`config.mk`:
```
export PLATFORM = sky130hd
export DESIGN_NAME = hpfs_top
export DESIGN_NICKNAME = d
export VERILOG_FILES = /design/src/core/hpfs_sync.v /design/src/core/hpfs_channel.v /design/src/core/hpfs_top.v
export VERILOG_INCLUDE_DIRS = /design/src /design/src/core
export SDC_FILE = /design/constraint.sdc
export NUM_CORES = 1
export LEC_CHECK = 0
export BUFFER_PORTS_ARGS = -buffer_cell sky130_fd_sc_hd__buf_2
export CAP_MARGIN = 15
export CORE_ASPECT_RATIO = 0.7
export CORE_MARGIN = 2
export CORE_UTILIZATION = 55
export CTS_BUF_LIST = sky130_fd_sc_hd__clkbuf_4
export CTS_CLUSTER_DIAMETER = 80
export DETAILED_ROUTE_END_ITERATION = 6
export PLACE_DENSITY_LB_ADDON = 0.05
export SYNTH_ARGS = -nofsm -noshare
export SYNTH_HDL_FRONTEND = slang
export SYNTH_SLANG_ARGS = --single-unit
```
`constraint.sdc`:
```
create_clock -name sys_clk_i -period 5.01 [get_ports sys_clk_i]
set_clock_uncertainty 0.05 [all_clocks]
set_input_delay 1.002 -clock sys_clk_i [delete_from_list [all_inputs] [get_ports sys_clk_i]]
set_output_delay 1.002 -clock sys_clk_i [all_outputs]
set_load 0.02 [all_outputs]
```
`src/core/hpfs_defines.vh`:
```
/*
  Timing constants and gate drive codes for the two-rail hot-plug
  fault sequencer.
  Assumes a 40 MHz system clock; counts derive from times in ns.
*/
`ifndef HPFS_DEFINES_VH
`define HPFS_DEFINES_VH

`define HPFS_CLK_NS 25
`define HPFS_DEBOUNCE_NS 10000000
`define HPFS_BLANK_NS 5000000
`define HPFS_GLITCH_NS 100000
`define HPFS_LOW_UV_NS 8000
`define HPFS_MAIN_UV_NS 12000
`define HPFS_CLEAR_NS 20000
`define HPFS_POWERUP_NS 160000000
`define HPFS_FAST_NS 1000
`define HPFS_RETRY_MS 4000
`define HPFS_MS_NS 1000000

`define HPFS_DEBOUNCE_CYC (`HPFS_DEBOUNCE_NS / `HPFS_CLK_NS)
`define HPFS_BLANK_CYC (`HPFS_BLANK_NS / `HPFS_CLK_NS)
`define HPFS_GLITCH_CYC ((`HPFS_GLITCH_NS + `HPFS_CLK_NS - 1) / `HPFS_CLK_NS)
`define HPFS_LOW_UV_CYC ((`HPFS_LOW_UV_NS + `HPFS_CLK_NS - 1) / `HPFS_CLK_NS)
`define HPFS_MAIN_UV_CYC ((`HPFS_MAIN_UV_NS + `HPFS_CLK_NS - 1) / `HPFS_CLK_NS)
`define HPFS_CLEAR_CYC ((`HPFS_CLEAR_NS + `HPFS_CLK_NS - 1) / `HPFS_CLK_NS)
`define HPFS_POWERUP_CYC (`HPFS_POWERUP_NS / `HPFS_CLK_NS)
`define HPFS_FAST_CYC (`HPFS_FAST_NS / `HPFS_CLK_NS)
`define HPFS_MS_CYC (`HPFS_MS_NS / `HPFS_CLK_NS)

`define HPFS_GATE_OFF 2'h0
`define HPFS_GATE_CHARGE 2'h1
`define HPFS_GATE_PULL 2'h2
`define HPFS_GATE_FAST 2'h3

`endif

```
`src/core/hpfs_sync.v`:
```
/*
  Two-flop synchroniser for one comparator level.
  Assumes the level is slow relative to the clock.
*/
`timescale 1ns/10ps
`default_nettype none
module hpfs_sync #(
  parameter RESET_VAL = 1'b0
) (
  input wire sys_clk_i,
  input wire resetn_i,
  input wire clk_en_i,
  input wire async_i,
  output reg sync_o
);
  reg stage;

  // ==========================================================
  // Synchroniser.
  always @(posedge sys_clk_i or negedge resetn_i) begin
    if (!resetn_i) begin
      stage <= RESET_VAL;
      sync_o <= RESET_VAL;
    end else if (clk_en_i) begin
      stage <= async_i;
      sync_o <= stage;
    end
  end
endmodule
`default_nettype wire

```
`src/core/hpfs_channel.v`:
```
/*
  One channel: debounce, start-up blanking, overcurrent filter,
  breaker blanking and armed window, latch-off and auto-retry.
  Assumes synchronised inputs and a shared 1 ms tick.
*/
`timescale 1ns/10ps
`default_nettype none
`include "hpfs_defines.vh"
module hpfs_channel #(
  parameter AUTO_RETRY = 0,
  parameter DEBOUNCE_CYC = `HPFS_DEBOUNCE_CYC,
  parameter BLANK_CYC = `HPFS_BLANK_CYC,
  parameter RETRY_MS = `HPFS_RETRY_MS
) (
  input wire sys_clk_i,
  input wire resetn_i,
  input wire clk_en_i,
  input wire ms_tick_i,
  input wire enable_n_i,
  input wire rail_ok_i,
  input wire main_ok_i,
  input wire breaker_i,
  input wire short_i,
  output reg [1:0] gate_o,
  output wire fault_o
);
  localparam ST_RESET = 3'h0;
  localparam ST_DEBOUNCE = 3'h1;
  localparam ST_STARTUP = 3'h2;
  localparam ST_IDLE = 3'h3;
  localparam ST_BLANK = 3'h4;
  localparam ST_ARMED = 3'h5;
  localparam ST_FAULT = 3'h6;
  localparam integer FAST_INT = `HPFS_FAST_CYC;
  localparam [5:0] FAST_CYC = FAST_INT[5:0];

  reg [2:0] state;
  reg [2:0] next_state;
  reg [22:0] timer;
  reg [12:0] glitch;
  reg [10:0] clear_cnt;
  reg [5:0] fast_cnt;
  reg [12:0] retry_ms;
  reg short_d;
  wire oc_long;
  wire hold_off;
  wire cleared;
  wire retry_done;

  assign oc_long = (glitch == `HPFS_GLITCH_CYC);
  assign hold_off = enable_n_i || !rail_ok_i || !main_ok_i;
  assign cleared = (clear_cnt == `HPFS_CLEAR_CYC);
  assign retry_done = (AUTO_RETRY != 0) && (retry_ms == RETRY_MS);
  assign fault_o = (state == ST_FAULT);

  // ==========================================================
  // Next state.
  always @* begin
    next_state = state;
    case (state)
      ST_RESET: begin
        if (!hold_off)
          next_state = ST_DEBOUNCE; // [RULE4]
      end
      ST_DEBOUNCE: begin
        if (hold_off)
          next_state = ST_RESET; // [RULE5]
        else if (timer == DEBOUNCE_CYC)
          next_state = ST_STARTUP; // [RULE4] [RULE6]
      end
      ST_STARTUP: begin
        if (timer == BLANK_CYC)
          next_state = breaker_i ? ST_FAULT : ST_IDLE; // [RULE7]
      end
      ST_IDLE: begin
        if (oc_long)
          next_state = ST_BLANK; // [RULE8] [RULE9]
      end
      ST_BLANK: begin
        if (timer == BLANK_CYC)
          next_state = ST_ARMED; // [RULE10]
      end
      ST_ARMED: begin
        if (oc_long)
          next_state = ST_FAULT; // [RULE10] [RULE13]
        else if (timer == BLANK_CYC)
          next_state = ST_IDLE; // [RULE11]
      end
      ST_FAULT: begin
        if (cleared)
          next_state = ST_RESET; // [RULE17]
        else if (retry_done)
          next_state = ST_RESET; // [RULE21] [RULE23]
      end
      default: next_state = ST_RESET;
    endcase
    // Supply loss drops the channel, fault cleared; enable high drops it in every state except fault.
    if (!rail_ok_i || !main_ok_i)
      next_state = ST_RESET; // [RULE15] [RULE16] [RULE18] [RULE20]
    else if (enable_n_i && state != ST_FAULT)
      next_state = ST_RESET; // [RULE1] [RULE3]
  end

  // ==========================================================
  // State, timers and filters.
  always @(posedge sys_clk_i or negedge resetn_i) begin
    if (!resetn_i) begin
      state <= ST_RESET;
      timer <= 23'h000000;
      glitch <= 13'h0000;
      clear_cnt <= 11'h000;
      retry_ms <= 13'h0000;
      fast_cnt <= 6'h00;
      short_d <= 1'b0;
    end else if (clk_en_i) begin
      state <= next_state;
      if (next_state != state)
        timer <= 23'h000000;
      else
        timer <= timer + 23'h000001;
      if (!breaker_i || state == ST_BLANK || next_state != state)
        glitch <= 13'h0000; // [RULE8]
      else if (!oc_long)
        glitch <= glitch + 13'h0001;
      if (state != ST_FAULT || !enable_n_i)
        clear_cnt <= 11'h000;
      else if (!cleared)
        clear_cnt <= clear_cnt + 11'h001; // [RULE17]
      if (state != ST_FAULT)
        retry_ms <= 13'h0000;
      else if (ms_tick_i && !retry_done)
        retry_ms <= retry_ms + 13'h0001; // [RULE21]
      short_d <= short_i;
      if (short_i && !short_d && state != ST_RESET &&
          state != ST_DEBOUNCE && state != ST_FAULT)
        fast_cnt <= FAST_CYC; // [RULE12]
      else if (fast_cnt != 6'h00)
        fast_cnt <= fast_cnt - 6'h01;
    end
  end

  // ==========================================================
  // Gate drive, one mode at a time.
  always @(posedge sys_clk_i or negedge resetn_i) begin
    if (!resetn_i)
      gate_o <= `HPFS_GATE_PULL;
    else if (clk_en_i) begin
      case (next_state)
        ST_RESET, ST_DEBOUNCE, ST_FAULT: gate_o <= `HPFS_GATE_PULL; // [RULE24]
        default: begin
          if (fast_cnt != 6'h00)
            gate_o <= `HPFS_GATE_FAST; // [RULE12]
          else
            gate_o <= `HPFS_GATE_CHARGE;
        end
      endcase
    end
  end
endmodule
`default_nettype wire

```
`src/core/hpfs_top.v`:
```
/*
  Two-rail hot-plug fault sequencer top: input synchronisers, main
  supply lockout with turn-on delay, shared 1 ms time base, two
  channel instances and the shared open-drain fault flag.
  Assumes comparator levels arrive asynchronously and enables are
  synchronous to sys_clk_i.
*/
// What this block does
// RULE1: Enable high turns that channel off with normal pull-down only.
// RULE2: Channels are independent; only lockout and fault flag are shared.
// RULE3: Enable high holds the channel in reset, switch off.
// RULE4: Enable low starts 10 ms debounce, then gate charging.
// RULE5: Enable high or rail loss during debounce abandons and restarts it.
// RULE6: Charging starts 5 ms start-up blanking; no latch-off meanwhile.
// RULE7: Breaker still tripped after start-up blanking latches channel off.
// RULE8: After start-up, overcurrent under 100 us is ignored.
// RULE9: Overcurrent beyond 100 us starts 5 ms breaker blanking, channel on.
// RULE10: Then 5 ms armed; a 100 us overcurrent latches off.
// RULE11: Quiet armed window returns to idle monitoring.
// RULE12: Severe short fires brief fast discharge, then normal regulation.
// RULE13: Breaker trip turns channel off and pulls fault flag low.
// RULE14: Fault flag low if either channel tripped, otherwise released.
// RULE15: Rail below low level over 8 us: channel off, fault cleared.
// RULE16: Main supply low over 12 us: both off, faults cleared.
// RULE17: Enable held high 20 us clears fault and restarts turn-on.
// RULE18: Lower rail undervoltage clears own fault, restarts without delay.
// RULE19: Main undervoltage clears both; restart after 160 ms delay.
// RULE20: With both rails healthy, a rail dropout resets only its fault.
// RULE21: Auto-retry clears a fault after four seconds; else stay latched.
// RULE22: Both channels disabled until main supply good for 160 ms.
// RULE23: Retry mode is a build parameter; delays share one time base.
// RULE24: Comparators synchronised; gate drive modes mutually exclusive.
`timescale 1ns/10ps
`default_nettype none
`include "hpfs_defines.vh"
module hpfs_top #(
  parameter AUTO_RETRY = 0,
  parameter POWERUP_CYC = `HPFS_POWERUP_CYC,
  parameter DEBOUNCE_CYC = `HPFS_DEBOUNCE_CYC,
  parameter BLANK_CYC = `HPFS_BLANK_CYC,
  parameter MS_CYC = `HPFS_MS_CYC,
  parameter RETRY_MS = `HPFS_RETRY_MS
) (
  input wire sys_clk_i,
  input wire resetn_i,
  input wire clk_en_i,
  input wire enable_ch1_n_i,
  input wire enable_ch2_n_i,
  input wire rail_one_ok_i,
  input wire rail_two_ok_i,
  input wire main_ok_i,
  input wire breaker_ch1_i,
  input wire breaker_ch2_i,
  input wire short_ch1_i,
  input wire short_ch2_i,
  output wire [1:0] gate_ch1_o,
  output wire [1:0] gate_ch2_o,
  output wire fault_n_o,
  output wire fault_n_oe_o
);
  wire [6:0] raw_in;
  wire [6:0] syn;
  wire [1:0] fault;
  reg [8:0] uv1_cnt;
  reg [8:0] uv2_cnt;
  reg [9:0] main_uv_cnt;
  reg [22:0] power_cnt;
  reg [15:0] ms_cnt;
  reg ms_tick;
  reg main_ok;
  reg rail1_ok;
  reg rail2_ok;

  assign raw_in = {short_ch2_i, short_ch1_i, breaker_ch2_i,
    breaker_ch1_i, main_ok_i, rail_two_ok_i, rail_one_ok_i};

  // ==========================================================
  // Comparator synchronisers.
  genvar gi;
  generate
    for (gi = 0; gi < 7; gi = gi + 1) begin : g_sync
      hpfs_sync u_sync (
        .sys_clk_i(sys_clk_i),
        .resetn_i(resetn_i),
        .clk_en_i(clk_en_i),
        .async_i(raw_in[gi]),
        .sync_o(syn[gi])
      ); // [RULE24]
    end
  endgenerate

  // ==========================================================
  // Undervoltage filters and main supply turn-on delay.
  always @(posedge sys_clk_i or negedge resetn_i) begin
    if (!resetn_i) begin
      uv1_cnt <= 9'h000;
      uv2_cnt <= 9'h000;
      main_uv_cnt <= 10'h000;
      power_cnt <= 23'h000000;
      rail1_ok <= 1'b0;
      rail2_ok <= 1'b0;
      main_ok <= 1'b0;
    end else if (clk_en_i) begin
      if (syn[0]) begin
        uv1_cnt <= 9'h000;
        rail1_ok <= 1'b1; // [RULE18]
      end else if (uv1_cnt == `HPFS_LOW_UV_CYC)
        rail1_ok <= 1'b0; // [RULE15]
      else
        uv1_cnt <= uv1_cnt + 9'h001;
      if (syn[1]) begin
        uv2_cnt <= 9'h000;
        rail2_ok <= 1'b1; // [RULE18]
      end else if (uv2_cnt == `HPFS_LOW_UV_CYC)
        rail2_ok <= 1'b0; // [RULE15]
      else
        uv2_cnt <= uv2_cnt + 9'h001;
      if (syn[2]) begin
        main_uv_cnt <= 10'h000;
        if (power_cnt == POWERUP_CYC)
          main_ok <= 1'b1; // [RULE19] [RULE22]
        else
          power_cnt <= power_cnt + 23'h000001;
      end else if (main_uv_cnt == `HPFS_MAIN_UV_CYC) begin
        main_ok <= 1'b0; // [RULE16]
        power_cnt <= 23'h000000; // [RULE19]
      end else
        main_uv_cnt <= main_uv_cnt + 10'h001;
    end
  end

  // ==========================================================
  // Shared free-running millisecond time base.
  always @(posedge sys_clk_i or negedge resetn_i) begin
    if (!resetn_i) begin
      ms_cnt <= 16'h0000;
      ms_tick <= 1'b0;
    end else if (clk_en_i) begin
      ms_tick <= (ms_cnt == MS_CYC - 1); // [RULE23]
      if (ms_cnt == MS_CYC - 1)
        ms_cnt <= 16'h0000;
      else
        ms_cnt <= ms_cnt + 16'h0001;
    end
  end

  // ==========================================================
  // Channel instances.
  hpfs_channel #(
    .AUTO_RETRY(AUTO_RETRY),
    .DEBOUNCE_CYC(DEBOUNCE_CYC),
    .BLANK_CYC(BLANK_CYC),
    .RETRY_MS(RETRY_MS)
  ) u_ch1 (
    .sys_clk_i(sys_clk_i),
    .resetn_i(resetn_i),
    .clk_en_i(clk_en_i),
    .ms_tick_i(ms_tick),
    .enable_n_i(enable_ch1_n_i),
    .rail_ok_i(rail1_ok),
    .main_ok_i(main_ok),
    .breaker_i(syn[3]),
    .short_i(syn[5]),
    .gate_o(gate_ch1_o),
    .fault_o(fault[0])
  ); // [RULE2]

  hpfs_channel #(
    .AUTO_RETRY(AUTO_RETRY),
    .DEBOUNCE_CYC(DEBOUNCE_CYC),
    .BLANK_CYC(BLANK_CYC),
    .RETRY_MS(RETRY_MS)
  ) u_ch2 (
    .sys_clk_i(sys_clk_i),
    .resetn_i(resetn_i),
    .clk_en_i(clk_en_i),
    .ms_tick_i(ms_tick),
    .enable_n_i(enable_ch2_n_i),
    .rail_ok_i(rail2_ok),
    .main_ok_i(main_ok),
    .breaker_i(syn[4]),
    .short_i(syn[6]),
    .gate_o(gate_ch2_o),
    .fault_o(fault[1])
  ); // [RULE2]

  // ==========================================================
  // Shared open-drain fault flag.
  assign fault_n_o = 1'b0;
  assign fault_n_oe_o = fault[0] | fault[1]; // [RULE14] [RULE13]
endmodule
`default_nettype wire

```
# Yosys cells after proc, flatten, opt, wreduce, memory -nomap -nowiden
# Index checks and enable logic that the tools add are counted.
# op_classes
n_eq_ne	43
add_sub_neg	12
n_reduce_logical	59
n_bitwise	1
mux	60
# op_table
op	count
23-bit 2-to-1 mux	5
3-bit 2-to-1 mux	24
23-bit by 1-bit adder with 23-bit output, second input constant	3
13-bit 2-to-1 mux	4
23-bit by 18-bit == test with 1-bit output, second input constant	2
23-bit by 19-bit == test with 1-bit output, second input constant	2
11-bit 2-to-1 mux	4
3-bit one-hot mux with 7 select lines	2
9-bit 2-to-1 mux	4
13-bit by 1-bit adder with 13-bit output, second input constant	2
13-bit by 12-bit == test with 1-bit output, second input constant	2
3-bit == test, second input constant	8
6-bit 2-to-1 mux	4
23-bit == test, second input constant	1
11-bit by 1-bit adder with 11-bit output, second input constant	2
11-bit by 10-bit == test with 1-bit output, second input constant	2
2-bit AND reduction	11
10-bit 2-to-1 mux	2
9-bit by 1-bit adder with 9-bit output, second input constant	2
9-bit == test, second input constant	2
3-bit by 1-bit == test with 1-bit output, second input constant	4
3-bit by 2-bit == test with 1-bit output, second input constant	4
3-bit logical NOT	4
1-bit logical OR	12
other kinds (18)	63
# word_totals
reg_bits	186
input_bits	12
out_inout_bits	6

# Longest topological paths before layout
# depth
ltp_word	11
depth_mapped	11
ltp_nobuf	10

# Hierarchy
# From an unflattened synthesis, not the netlist that was laid out.
# unflattened
hier_cells	1210
hier_area_um2	11513.5
# by_module_without_submodules
module	seq_area_each_um2	cells_per_inst	area_per_inst_um2	n_inst
hpfs_channel	1477.7	376	3537.1	2
hpfs_top	1776.7	430	3931.3	1
hpfs_sync	50.0	4	72.6	7

# Worst setup path before layout
# Ideal clock, no wire load.
# synth_timing
path_type	input-to-reg
start	input port enable_ch2_n_i
end	register u_ch2.glitch[6]
setup_ns	0.066
cell_stages	8
t_required_ns	4.894
path_slack_ns	1.902
arrival_time_ns	2.992
path_cell_list	or4_1 o21bai_1 a32oi_1 o21ai_0 or4_1 buf_2 o21ai_0 a22o_1
# synth_between
elab_chain_cells	10
elab_cells_between_ends	13
# synth_rtl
element	line	rtl
start: declaration	hpfs_top.v:48	input wire enable_ch2_n_i,
1-bit logical OR (2 in series)	hpfs_channel.v:51	assign hold_off = enable_n_i || !rail_ok_i || !main_ok_i;
3-bit 2-to-1 mux (on tied branches)	hpfs_channel.v:66, hpfs_channel.v:62	
3-bit one-hot mux with 7 select lines	hpfs_channel.v:60	case (state)
3-bit 2-to-1 mux *	hpfs_channel.v:100	else if (enable_n_i && state != ST_FAULT)
3-bit 2-to-1 mux *	hpfs_channel.v:98	if (!rail_ok_i || !main_ok_i)
3-bit inequality test *	hpfs_channel.v:121	if (!breaker_i || state == ST_BLANK || next_state != state)
1-bit logical OR *	hpfs_channel.v:121	
2-bit inequality test (no line)	--	
2-bit AND reduction (no line)	--	
end signal: assignment	hpfs_channel.v:124	glitch <= glitch + 13'h0001;
end: declaration	hpfs_channel.v:40	reg [12:0] glitch;
# Every way passes the cells marked *; elsewhere a longest branch is shown, timed or not.
# A chain may end at the register's enable or synchronous reset.

# Final worst setup path
# layout_timing
start	register u_ch2.timer[0]
end	register u_ch2.timer[22]
# layout_between
elab_chain_cells	8
elab_cells_between_ends	14
# layout_rtl
element	line	rtl
start: declaration	hpfs_channel.v:39	reg [22:0] timer;
start signal: assignment	hpfs_channel.v:120	timer <= timer + 23'h000001;
23-bit by 18-bit == test with 1-bit output or 23-bit by 19-bit == test with 1-bit output (tied branches)	--	
3-bit 2-to-1 mux (on tied branches)	hpfs_channel.v:86, hpfs_channel.v:68	
3-bit 2-to-1 mux (on tied branches)	hpfs_channel.v:84, hpfs_channel.v:66	
3-bit one-hot mux with 7 select lines	hpfs_channel.v:60	
3-bit 2-to-1 mux	hpfs_channel.v:100	
3-bit 2-to-1 mux	hpfs_channel.v:98	
3-bit inequality test	hpfs_channel.v:117	if (next_state != state)
23-bit 2-to-1 mux *	hpfs_channel.v:117	
# Marked as above.

==> reports/metrics.csv <==
stage,metric,value,unit
outcome,status,"complete, but fails checks",
outcome,violations,design-rule violations,
placed_design,gp_congestion,0.8292,
floorplanning,core_area,18160,sq um
yosys,synth-async-reset-ratio,100.0,%
clock_network,cts_buffer_depth,2,
cells_and_area,num-fill-cells,1609,
setup_path,start_kind,register,
min_path,hold_class,in2async,
clock_network,cts_resized,0,
setup_path,critPathMaxStageDelay,0.72,ns
global_routing,grt_pass1_wl,36370,um
sta,timing.hold.ws,0.4531,ns
cells_and_area,finalNetCount,1151,
placed_design,place_ws,1.338,ns
power,p_comb_share,15.5,%
power,power,3.279,mW
power,clkPwrFrac,27.3,%
power,p_int,2.267,mW
power,netSwitchingPower,1.012,mW
setup_path,critPathTopFamily,simple AND/OR/NAND/NOR gates,
sta,setup_viol,0,
drt,first_iter_violations,765,
floorplanning,ios,18,
power,power_frac_seq,57.1,%
drt,routed_via_density,5.842,
yosys,netlist_instances,1119,
setup_path,cp.required,5.46,ns
placed_design,place_area,10510,sq um
floorplanning,die-area,19770,sq um
floorplanning,die_w,167.2,um
setup_path,crit_arrival,4.15,ns
sta,timing.fmax,270.7,MHz
power,p_leak,4.656,nW
yosys,ys_warn_count,0,
sta,finalCritPeriodShare,73.74,%
setup_path,crit_type,reg2reg,
yosys,synth.distinct_cells,75,
yosys,synth_area,10250,sq um
yosys,ys_ff_latch,186,
sta,finalSetupTns,0,ns
yosys,synth_ff_type,dfrtp_1,
sta,slew_violations,0,
power,p_per_area,303.0,nW/um^2
setup_path,worst-path-buf-inv,1,
global_routing,grtUsageTotal,22.31,%
clock_network,clk_pin_slew,0.16,ns
cells_and_area,final_layout_size_suffix_gt1_share,8.407,%
sta,worstMarginPinSlew,0.8719,ns
yosys,syn_nets,1153,
sta,rsz0062_at_grt,false,
floorplanning,initial_core_util,56.46,%
placed_design,dpl.hpwl,14320,um
setup_path,slowest_stage,a2111oi_2,
sta,maxSlewHeadroom,41.87,%
drt,ant_nets,0,
clock_network,hold_buffers,0,
drt,vias,7986,
cells_and_area,final_cell_area,10820,sq um
placed_design,io_buffers,16,
clock_network,cts_root_buf,clkbuf_4,
drt,first_pass_iters,7,
clock_network,clock_latency,0.59,ns
global_routing,grt_max_degree,111,
floorplanning,die_h,118.2,um
power,peakVddDrop,194.1,uV
flow_run,cap_violations,0,
power,switching_share,30.86,%
drt,wl_per_cell,15.32,um
yosys,avgSynthCellArea,9.163,sq um
global_routing,antenna_found_initial,1,
global_routing,grt-ovfl-total,0,
clock_network,cts.sinks,186,
yosys,synth_edf_count,0,
cells_and_area,synthToLayoutAreaGrowth,5.540,%
drt,drt-total-wl,20940,um
sta,worst_slack,1.316,ns
setup_path,crit_fanout,19,
floorplanning,fp-row-count,41,
clock_network,numCtsBuffers,17,
clock_network,cts_tree,built,
setup_path,path_cells,inv_1 -> ha_1 -> nor4b_1 -> nand2_1 -> nor4_1 -> mux2i_1 -> o31ai_1 -> a2111oi_2 -> nor2_2 -> nor2_1,
global_routing,grt_pass1_vias,7346,
sta,final.min_clock_period,3.694,ns
setup_path,critPathCaptureType,register,
drt,drc,4,
sta,hold_violations,0,
clock_network,cts_max_level,4,
yosys,synth-seq-area-share,45.42,%
clock_network,cts_setup_buffers,0,
layout by cell type (no fill, tap or decap), drive strengths merged, types with 15 or more instances in the layout:
cell type  instances
nand4             24
nand3             65
o21ai             64
and3              45
a21oi             36
ha                22
mux2              23
buf               22
clkbuf            20
nor3              40
inv               54
xnor2             38
nor2             126
or3               15
dfrtp            184
xor2              44
a22o              15
o2bb2ai           18
nor4b             15
nand2            105
flip-flops by register name, indices dropped and copies added (netlist names), 2 cells and up:
register              flops
uv1_cnt                   9
u_ch2.glitch             13
u_ch2.state               3
g_sync.u_sync.stage       7
u_ch1.state               3
power_cnt                23
u_ch2.clear_cnt          11
main_uv_cnt              10
u_ch1.timer              23
u_ch2.gate_o              2
g_sync.u_sync.sync_o      7
u_ch2.timer              23
u_ch1.fast_cnt            6
u_ch1.gate_o              2
u_ch2.fast_cnt            6
u_ch1.glitch             13
u_ch1.clear_cnt          11
uv2_cnt                   9
synthesized netlist by cell type, types with 5 or more instances:
| cell type | count | area [sq um] |
|---|---|---|
| a21oi_1 | 36 | 180.2 |
| a22o_1 | 15 | 131.4 |
| a31oi_1 | 9 | 56.30 |
| and2_1 | 10 | 62.56 |
| and3_1 | 45 | 281.5 |
| and4_1 | 5 | 43.79 |
| buf_1 | 5 | 18.77 |
| buf_2 | 8 | 40.04 |
| clkbuf_1 | 29 | 108.9 |
| dfrtp_1 | 184 | 4604 |
| ha_1 | 22 | 275.3 |
| inv_1 | 50 | 187.7 |
| mux2_2 | 22 | 247.7 |
| mux2i_1 | 7 | 70.07 |
| nand2_1 | 105 | 394.1 |
| nand2b_1 | 6 | 37.54 |
| nand3_1 | 65 | 325.3 |
| nand4_1 | 23 | 143.9 |
| nor2_1 | 124 | 465.5 |
| nor2b_1 | 14 | 87.58 |
| nor3_1 | 39 | 195.2 |
| nor4_1 | 14 | 87.58 |
| nor4b_1 | 15 | 131.4 |
| o21ai_0 | 63 | 315.3 |
| o22ai_1 | 5 | 31.28 |
| o2bb2ai_1 | 18 | 157.7 |
| o311ai_0 | 7 | 61.31 |
| o31ai_1 | 11 | 82.58 |
| or3_1 | 15 | 93.84 |
| or4_1 | 6 | 45.04 |
| xnor2_1 | 38 | 332.8 |
| xor2_1 | 44 | 385.4 |
worst register-to-register path: cells and delay by family, from the launching register on:
family          cells  cell delay (ns)
fa+ha+maj           1             0.14
simple gates        5             1.67
flops               1             0.43
compound gates      2             0.86
mux                 1             0.40
buf+inv             1             0.11
layout make-up:
type | count | area [sq um] | area share [%]
Inverter | 50 | 187.7 | 1.734
Multi-Input combinational cell | 839 | 5228 | 48.31
Tap cell | 236 | 295.3 | 2.729
Timing Repair Buffer | 23 | 143.9 | 1.330
Clock buffer | 19 | 142.6 | 1.318
Clock inverter | 13 | 165.2 | 1.526
Antenna cell | 1 | 2.502 | 0.02312
Sequential cell | 186 | 4657 | 43.03
stage by stage:
step                std cells  util (%)
global placement         1334     57.88
detailed placement       1334     57.88
floorplan                1119         -
global route             1367     59.59
finish                   1367     59.59
CTS                      1366     59.58
power groups by stage:
| stage | combinational (mW) | clock, mW | sequential [mW] |
|---|---|---|---|
| 5_1_grt | 0.589 | 0.980 | 1.90 |
| 4_1_cts | 0.515 | 0.927 | 1.87 |
| 6_report | 0.508 | 0.897 | 1.87 |
| 3_5_place_dp | 0.512 | 0 | 1.90 |
| 3_3_place_gp | 0.496 | 0 | 1.90 |
| 2_1_floorplan | 0.407 | 0 | 1.84 |
path summary, 6_finish.rpt:
| kind | from | to | slack, ns | cells after the start |
|---|---|---|---|---|
| max in group asynchronous | resetn_i | u_ch2.timer[1] | 3.49 | 2 |
| min | resetn_i | u_ch2.clear_cnt[3] | 0.45 | 1 |
| max | u_ch2.timer[0] | u_ch2.timer[22] | 1.32 | 10 |
| max reg2reg | u_ch2.timer[0] | u_ch2.timer[22] | 1.32 | 10 |
| min reg2reg | u_ch2.gate_o[1] | u_ch2.gate_o[1] | 0.46 | 2 |
| min in group sys_clk_i | u_ch2.gate_o[1] | u_ch2.gate_o[1] | 0.46 | 2 |
cell families after synthesis:
group	after synthesis	synth area share [%]
compound gates	195	12.59
other cells	1	0.03657
buf+inv	94	3.649
simple gates	509	25.37
flops	186	45.42
mux	30	3.246
fa+ha+maj	22	2.685
xor+xnor	82	7.004
layer usage:
layer,global-route usage [%],vias to the layer above,wire [um]
met5,0,-,0
met4,5.326,0,173
met3,3.851,14,867
met2,31.07,182,8447
met1,35.77,3806,11450
li1,-,3984,-
Note: power is estimated with default switching activity, not from simulation.
